**src/inc/int_status_regs.svh**
```systemverilog
`ifndef INT_STATUS_REGS_SVH
`define INT_STATUS_REGS_SVH

// byte offsets on the register port
`define CTL_MSB_OFS      8'h10
`define CTL_LSB_OFS      8'h11
`define SMASK_MSB_OFS    8'h12
`define SMASK_LSB_OFS    8'h13
`define SRC_MSB_OFS      8'h14
`define SRC_LSB_OFS      8'h15
`define GEN_MSB_OFS      8'h16
`define GEN_MID_OFS      8'h17
`define GEN_LSB_OFS      8'h18
`define GFL_MSB_OFS      8'h19
`define GFL_MID_OFS      8'h1a
`define GFL_LSB_OFS      8'h1b

// interrupt_control field positions
`define CTL_GLOBAL_EN_BIT 0
`define CTL_TYPE_BIT      1
`define CTL_POL_BIT       2

// source bit carrying the gpio controller
`define SRC_GPIO_BIT      8

// reset values
`define CTL_RST          3'h0
`define SRC_MASK_RST     9'h000
`define SRC_FLAGS_RST    9'h000
`define GPIO_MASK_RST    24'h000000
`define GPIO_FLAGS_RST   24'h000000
`define RD_DATA_RST      8'h00
`define INT_PIN_RST      1'b1

// edge pulse timing: longest time, rounded down
`define CLK_PERIOD_NS    25
`define EDGE_PULSE_NS    250
`define EDGE_PULSE_CYC   (`EDGE_PULSE_NS / `CLK_PERIOD_NS)

`endif

```
**src/inc/int_status_pkg.sv**
```systemverilog
package int_status_pkg;

  typedef struct packed {
    logic       wr;
    logic       rd;
    logic [7:0] addr;
    logic [7:0] wdata;
  } reg_req_s;

  typedef enum logic [2:0] {
    PULSE_IDLE = 3'b001,
    PULSE_HIGH = 3'b010,
    PULSE_HOLD = 3'b100
  } pulse_state_e;

endpackage

```
**src/hdl/edge_pulse_gen.sv**
```systemverilog
`timescale 1ns/1ps
`include "int_status_regs.svh"

module edge_pulse_gen
  import int_status_pkg::*;
(
  input  wire logic clk_in,     // device clock
  input  wire logic rst_in,     // sync reset, active high
  input  wire logic pending_in, // enabled interrupt condition
  output logic      pulse_out   // high for the fixed pulse time
);

  localparam logic [3:0] PULSE_LAST = 4'(`EDGE_PULSE_CYC - 1);

  pulse_state_e state_ff;
  pulse_state_e nxt_state;
  logic [3:0]   cnt_ff;
  logic [3:0]   nxt_cnt;

  always_comb begin
    nxt_state = state_ff;
    nxt_cnt   = cnt_ff;
    unique case (state_ff)
      PULSE_IDLE: begin
        if (pending_in) begin
          nxt_state = PULSE_HIGH;
          nxt_cnt   = 4'h0;
        end
      end
      PULSE_HIGH: begin
        if (cnt_ff == PULSE_LAST) begin
          nxt_state = PULSE_HOLD;
        end else begin
          nxt_cnt = cnt_ff + 4'h1;
        end
      end
      // one pulse per assertion: rearm only after pending_in drops
      PULSE_HOLD: begin
        if (!pending_in) begin
          nxt_state = PULSE_IDLE;
        end
      end
      default: begin
        nxt_state = PULSE_IDLE;
      end
    endcase
  end

  always_ff @(posedge clk_in) begin
    if (rst_in) begin
      state_ff <= PULSE_IDLE;
      cnt_ff   <= 4'h0;
    end else begin
      state_ff <= nxt_state;
      cnt_ff   <= nxt_cnt;
    end
  end

  assign pulse_out = (state_ff == PULSE_HIGH);

endmodule

```
**src/hdl/int_status_ctrl.sv**
```systemverilog
`timescale 1ns/1ps
`include "int_status_regs.svh"

module int_status_ctrl
  import int_status_pkg::*;
(
  input  wire logic        clk_in,        // 40 MHz device clock
  input  wire logic        rst_in,        // sync reset, active high
  input  wire reg_req_s    reg_req_in,    // byte register access
  input  wire logic [7:0]  src_event_in,  // source events, bits 7:0
  input  wire logic [23:0] gpio_event_in, // per-pin interrupt events
  output logic      [7:0]  rd_data_out,   // read data, next cycle
  output logic             int_out        // interrupt pin level
);

  logic [2:0]  ctl_ff;
  logic [2:0]  nxt_ctl;
  logic [8:0]  src_mask_ff;
  logic [8:0]  nxt_src_mask;
  logic [8:0]  src_flags_ff;
  logic [8:0]  nxt_src_flags;
  logic [23:0] gpio_mask_ff;
  logic [23:0] nxt_gpio_mask;
  logic [23:0] gpio_flags_ff;
  logic [23:0] nxt_gpio_flags;
  logic [7:0]  rd_data_ff;
  logic [7:0]  nxt_rd_data;
  logic        int_pin_ff;
  logic        nxt_int_pin;

  logic [23:0] gpio_clr;
  logic [8:0]  src_clr;
  logic [8:0]  src_set;
  logic        pending;
  logic        edge_pulse;
  logic        edge_arm;
  logic [8:0]  enabled_flags;
  logic        wr;
  logic [7:0]  addr;
  logic [7:0]  wdata;

  // one byte per access; address stepping stays in the serial slave
  assign wr    = reg_req_in.wr;
  assign addr  = reg_req_in.addr;
  assign wdata = reg_req_in.wdata;

  // control and mask registers
  // control msb byte holds nothing; writes there are dropped
  always_comb begin
    nxt_ctl       = ctl_ff;
    nxt_src_mask  = src_mask_ff;
    nxt_gpio_mask = gpio_mask_ff;
    if (wr) begin
      unique case (addr)
        `CTL_LSB_OFS: nxt_ctl = wdata[2:0];
        `SMASK_MSB_OFS: nxt_src_mask[8] = wdata[0];
        `SMASK_LSB_OFS: nxt_src_mask[7:0] = wdata;
        `GEN_MSB_OFS: nxt_gpio_mask[23:16] = wdata;
        `GEN_MID_OFS: nxt_gpio_mask[15:8] = wdata;
        `GEN_LSB_OFS: nxt_gpio_mask[7:0] = wdata;
        default: begin
        end
      endcase
    end
  end

  always_ff @(posedge clk_in) begin
    if (rst_in) begin
      ctl_ff       <= `CTL_RST;
      src_mask_ff  <= `SRC_MASK_RST;
      gpio_mask_ff <= `GPIO_MASK_RST;
    end else begin
      ctl_ff       <= nxt_ctl;
      src_mask_ff  <= nxt_src_mask;
      gpio_mask_ff <= nxt_gpio_mask;
    end
  end

  // write-one-to-clear strobes, decoded per byte lane
  always_comb begin
    gpio_clr = 24'h000000;
    src_clr  = 9'h000;
    if (wr) begin
      unique case (addr)
        `SRC_MSB_OFS: src_clr[8] = wdata[0];
        `SRC_LSB_OFS: src_clr[7:0] = wdata;
        `GFL_MSB_OFS: gpio_clr[23:16] = wdata;
        `GFL_MID_OFS: gpio_clr[15:8] = wdata;
        `GFL_LSB_OFS: gpio_clr[7:0] = wdata;
        default: begin
        end
      endcase
    end
  end

  // per-pin flags; a new event beats a clear in the same cycle
  genvar i;
  generate
    for (i = 0; i < 24; i = i + 1) begin : g_gpio_flag
      always_comb begin
        nxt_gpio_flags[i] = gpio_event_in[i] |
                            (gpio_flags_ff[i] & ~gpio_clr[i]);
      end
    end
  endgenerate

  // gpio source flag follows only enabled pins, bits 7:0 follow their inputs
  always_comb begin
    src_set                = {1'b0, src_event_in};
    src_set[`SRC_GPIO_BIT] = |(gpio_event_in & gpio_mask_ff);
  end

  // a gpio pin flag cleared alone leaves the source flag up: host clears both
  genvar j;
  generate
    for (j = 0; j < 9; j = j + 1) begin : g_src_flag
      always_comb begin
        nxt_src_flags[j] = src_set[j] |
                           (src_flags_ff[j] & ~src_clr[j]);
      end
    end
  endgenerate

  always_ff @(posedge clk_in) begin
    if (rst_in) begin
      src_flags_ff  <= `SRC_FLAGS_RST;
      gpio_flags_ff <= `GPIO_FLAGS_RST;
    end else begin
      src_flags_ff  <= nxt_src_flags;
      gpio_flags_ff <= nxt_gpio_flags;
    end
  end

  // register read port; reserved and unmapped bytes read zero
  // a read and a write to one byte in one cycle return the old value
  always_comb begin
    nxt_rd_data = rd_data_ff;
    if (reg_req_in.rd) begin
      unique case (addr)
        `CTL_LSB_OFS: nxt_rd_data = {5'h00, ctl_ff};
        `SMASK_MSB_OFS: nxt_rd_data = {7'h00, src_mask_ff[8]};
        `SMASK_LSB_OFS: nxt_rd_data = src_mask_ff[7:0];
        `SRC_MSB_OFS: nxt_rd_data = {7'h00, src_flags_ff[8]};
        `SRC_LSB_OFS: nxt_rd_data = src_flags_ff[7:0];
        `GEN_MSB_OFS: nxt_rd_data = gpio_mask_ff[23:16];
        `GEN_MID_OFS: nxt_rd_data = gpio_mask_ff[15:8];
        `GEN_LSB_OFS: nxt_rd_data = gpio_mask_ff[7:0];
        `GFL_MSB_OFS: nxt_rd_data = gpio_flags_ff[23:16];
        `GFL_MID_OFS: nxt_rd_data = gpio_flags_ff[15:8];
        `GFL_LSB_OFS: nxt_rd_data = gpio_flags_ff[7:0];
        default:      nxt_rd_data = 8'h00;
      endcase
    end
  end

  // global enable gates everything without touching the masks
  assign enabled_flags = src_flags_ff & src_mask_ff;
  assign pending       = ctl_ff[`CTL_GLOBAL_EN_BIT] &
                         (|enabled_flags);

  // engine armed only in edge mode, so level mode leaves no stale pulse
  assign edge_arm = pending & ctl_ff[`CTL_TYPE_BIT];

  // one fixed pulse per pending episode
  edge_pulse_gen u_edge_pulse (
    .clk_in     (clk_in),
    .rst_in     (rst_in),
    .pending_in (edge_arm),
    .pulse_out  (edge_pulse)
  );

  // pin: level holds until the flag clears, edge gives one short pulse
  always_comb begin
    logic active;
    active = 1'b0;
    if (ctl_ff[`CTL_TYPE_BIT]) begin
      active = edge_pulse;
    end else begin
      active = pending;
    end
    // polarity applied last, shared by both modes
    nxt_int_pin = ctl_ff[`CTL_POL_BIT] ? active : ~active;
  end

  // pin registered so it never glitches while flags and masks settle
  always_ff @(posedge clk_in) begin
    if (rst_in) begin
      rd_data_ff <= `RD_DATA_RST;
      int_pin_ff <= `INT_PIN_RST;
    end else begin
      rd_data_ff <= nxt_rd_data;
      int_pin_ff <= nxt_int_pin;
    end
  end

  assign rd_data_out = rd_data_ff;
  assign int_out     = int_pin_ff;

endmodule

```
**config.mk**
```make
export PLATFORM = sky130hd
export DESIGN_NAME = int_status_ctrl
export DESIGN_NICKNAME = d
export VERILOG_FILES = /design/src/inc/int_status_pkg.sv /design/src/hdl/edge_pulse_gen.sv /design/src/hdl/int_status_ctrl.sv
export VERILOG_INCLUDE_DIRS = /design/src /design/src/inc
export SDC_FILE = /design/constraint.sdc
export NUM_CORES = 1
export LEC_CHECK = 0
export ABC_CLOCK_PERIOD_IN_PS = 4000
export BUFFER_PORTS_ARGS = -buffer_cell sky130_fd_sc_hd__buf_2
export CORE_MARGIN = 8
export CORE_UTILIZATION = 48
export CTS_CLUSTER_SIZE = 14
export DETAILED_ROUTE_END_ITERATION = 8
export PLACE_DENSITY = 0.69
export SYNTH_ARGS = -nofsm -noshare
export SYNTH_HDL_FRONTEND = slang
export SYNTH_SLANG_ARGS = --single-unit
```
**constraint.sdc**
```tcl
create_clock -name clk_in -period 4 [get_ports clk_in]
set_input_delay 0 -clock clk_in [delete_from_list [all_inputs] [get_ports clk_in]]
set_output_delay 0 -clock clk_in [all_outputs]
set_load 0.005 [all_outputs]
```
==> impl_metrics.ini <==
[outcome]
outcome = finished, final reports clean

[pwr]
p_sw_share_pct = 22.7
power_density_nw_per_um2 = 365
power.total_mw = 1.84
peakVddDrop_mv = 0.252
p_clk_share_pct = 42.0
seq_power_share_pct = 48.1
p_int_mw = 1.42
p_switching_mw = 0.417
p_leak_nw = 2.27
pwr-share-comb_pct = 9.9

[drt]
vias = 3790
drt-initial-drc-count = 312
drc = 0
routed_wl_um = 12100
wl_per_cell_um = 18.5
via_per_inst = 5.80
ant_nets = 0
dr.pass1.iters = 5

[cts]
cts_tree = built
clockRootBuffer = clkbuf_8
htree_num_levels = 3
max-clock-path-buffers = 2
insertion_delay_ns = 0.36
clk_pin_slew_ns = 0.09
clock_sinks = 85
cts_made_buffers = 9
post-cts-setup-buffer-count = 0

[floorplan]
start_util_pct = 49.3
fp.dieW_um = 108
io_pins = 61
rows = 33
core_area_um2 = 8180
fp.dieArea_um2 = 11600
die_height_um = 108

[final_layout]
fillCellCount = 693
drive_gt1_share_pct = 17.9
fin_area_um2 = 5020
fin_util_pct = 61.5
final_common_cell = dfxtp_1
layout_common_cells = 85 x dfxtp_1, 60 x buf_2, 50 x nor2_1
diodes = 0
synthToLayoutAreaGrowth_pct = 24.6
final_nets = 598

[setup_path]
crit_slowest_cell = or3b_1
cp.buffers_inverters = 0
cp.required_ns = 4.26
crit_arrival_ns = 2.10
cp_top_family = compound AO/OA/AOI/OAI gates
start_kind = flip-flop
end_kind = flip-flop
regToRegEndpoint = u_edge_pulse.cnt_ff[2]
crit_fanout = 7
max_stage_delay_ns = 0.51
r2r_setup_slack_ns = 2.16
r2r_start = u_edge_pulse.state_ff[0]
path_cells = or3b_1, a2bb2oi_2, a41oi_4, o21ai_1, a32o_1
ff2ff_path_depth = 5
crit_start = u_edge_pulse.state_ff[0]
crit_type = flip-flop to flip-flop

[synthesis]
seq_area_frac_synth_pct = 42.2
netlist_area_um2 = 4030
syn_nets = 511
syn-instance-count = 457
yosysTopAreaCellShare_pct = 42.2
yosys_register_bits = 85
avgSynthCellArea_um2 = 8.82
synth_area_leaders = dfxtp_1 42%, mux2i_1 10%, a21oi_1 5.1%
synthFlopType = dfxtp_1
synth_edf_count = 0
yosys.cell_types.count = 46
ys_warn_count = 0
synthArstFlopShare_pct = 0
yosysTopAreaCell = dfxtp_1

[global_route]
grt_first_pass_wirelength_um = 19500
grt_max_degree = 52
antenna_found_initial = 0
busiest_layer = met2
gr-total-overflow = 0
grt_util_met3_pct = 3.83
gr-usage-all-layers_pct = 21.4
met2_usage_pct = 34.2
grtUsageMet1_pct = 27.1
grt_pass1_vias = 3808

[placement]
io_buffers = 60
gp_congestion = 0.966
dpl_cell_area_um2 = 4360
dp_hpwl_um = 8510

[timing]
clock_skew_ns = 0.00955
worst_pin_slew_ns = 0.974
clock.fmax_mhz = 544
period_needed_ns = 1.84
hold_viol_final = 0
fin_setup_tns_ns = 0
drv_slew = 0
max_slew_margin_pct = 35.0
post-route-period-util_pct = 46.0
rsz0062_at_grt = false
setup_viol = 0

[hold_path]
hold_class = input pin to flip-flop
min_to = rd_data_out[5]
holdCritStartpoint = reg_req_in[11]
hold_depth = 3

[flow_run]
max_cap_violations = 0
-- sequential cells by signal, indices dropped and copies added, names as in the netlist --
| register | count |
|---|---|
| ctl_ff | 3 |
| gpio_flags_ff | 24 |
| gpio_mask_ff | 24 |
| int_out | 1 |
| rd_data_out | 8 |
| src_flags_ff | 9 |
| src_mask_ff | 9 |
| u_edge_pulse.cnt_ff | 4 |
| u_edge_pulse.state_ff | 3 |
-- per-stage QoR --
stage / instances / hold WS [ns] / setup WS [ns]
6_report: 654 / 0.0986 / 2.16
5_1_grt: 654 / 0.119 / 2.04
4_1_cts: 654 / 0.0817 / 2.14
3_5_place_dp: 597 / 0.244 / 1.96
3_3_place_gp: 597 / 0.239 / 2.01
2_1_floorplan: 457 / 0.129 / 2.30
-- worst reg2reg max path: cells and delay by family (launching register included) --
kind | cells | cell delay (ns)
flops | 1 | 0.35
simple gates | 1 | 0.51
compound gates | 4 | 0.89
-- synthesized netlist by cell type, types with 4 or more instances --
| cell type | count |
|---|---|
| mux2_2 | 7 |
| nand3_1 | 7 |
| mux2i_1 | 41 |
| and3b_1 | 4 |
| a21oi_1 | 41 |
| buf_2 | 8 |
| a22oi_1 | 12 |
| nand2_1 | 31 |
| inv_1 | 38 |
| nor2_1 | 50 |
| a221oi_1 | 8 |
| o21ai_0 | 38 |
| and3_1 | 4 |
| nor3_1 | 9 |
| a31oi_1 | 6 |
| clkbuf_1 | 16 |
| mux4_2 | 7 |
| dfxtp_1 | 85 |
-- cell type report --
type	count	area, µm²	area share [%]
clock buffers	13	169	3.36
clock inverters	3	90.1	1.79
inverters	38	143	2.84
multi-input cells	308	2070	41.2
flip-flops and latches	85	1700	33.9
well taps	105	131	2.61
repair buffers	102	718	14.3
-- worst max path at each step --
stage,end,slack [ns],depth (start not counted)
6_report,u_edge_pulse.cnt_ff[2],2.16,5
5_1_grt,u_edge_pulse.cnt_ff[2],2.04,5
4_1_cts,u_edge_pulse.cnt_ff[2],2.14,5
3_5_place_dp,gpio_flags_ff[12],1.96,5
3_3_place_gp,rd_data_out[0],2.01,6
2_1_floorplan,u_edge_pulse.cnt_ff[2],2.30,6
-- repair_timing --
action	4_1_cts	5_1_grt
hold buffers	41	0
endpoints found under the hold margin	60	0
resized for setup	0	0
-- per-layer routing --
layer / wire length, µm / up-vias
li1: - / 1798
met4: 446 / 0
met1: 5180 / 1782
met5: 0 / -
met3: 866 / 30
met2: 5570 / 180
-- kinds of logic (layout without fill, tap and decap cells) --
family / after synthesis / count (layout) / share of synthesized area [%]
mux: 55 / 55 / 16.0
compound gates: 127 / 127 / 19.6
fa+ha+maj: 2 / 2 / 0.621
flops: 85 / 85 / 42.2
simple gates: 123 / 123 / 14.9
xor+xnor: 1 / 1 / 0.217
buf+inv: 64 / 156 / 6.39
-- power by group through the flow --
stage               logic, mW  registers, mW  clock network [mW]
floorplan              0.0888          0.897                   0
global placement        0.146          0.902                   0
detailed placement      0.148          0.902                   0
CTS                     0.179          0.883               0.777
global route            0.197          0.887               0.814
finish                  0.182          0.883               0.771
(Power assumes the default switching activity.)
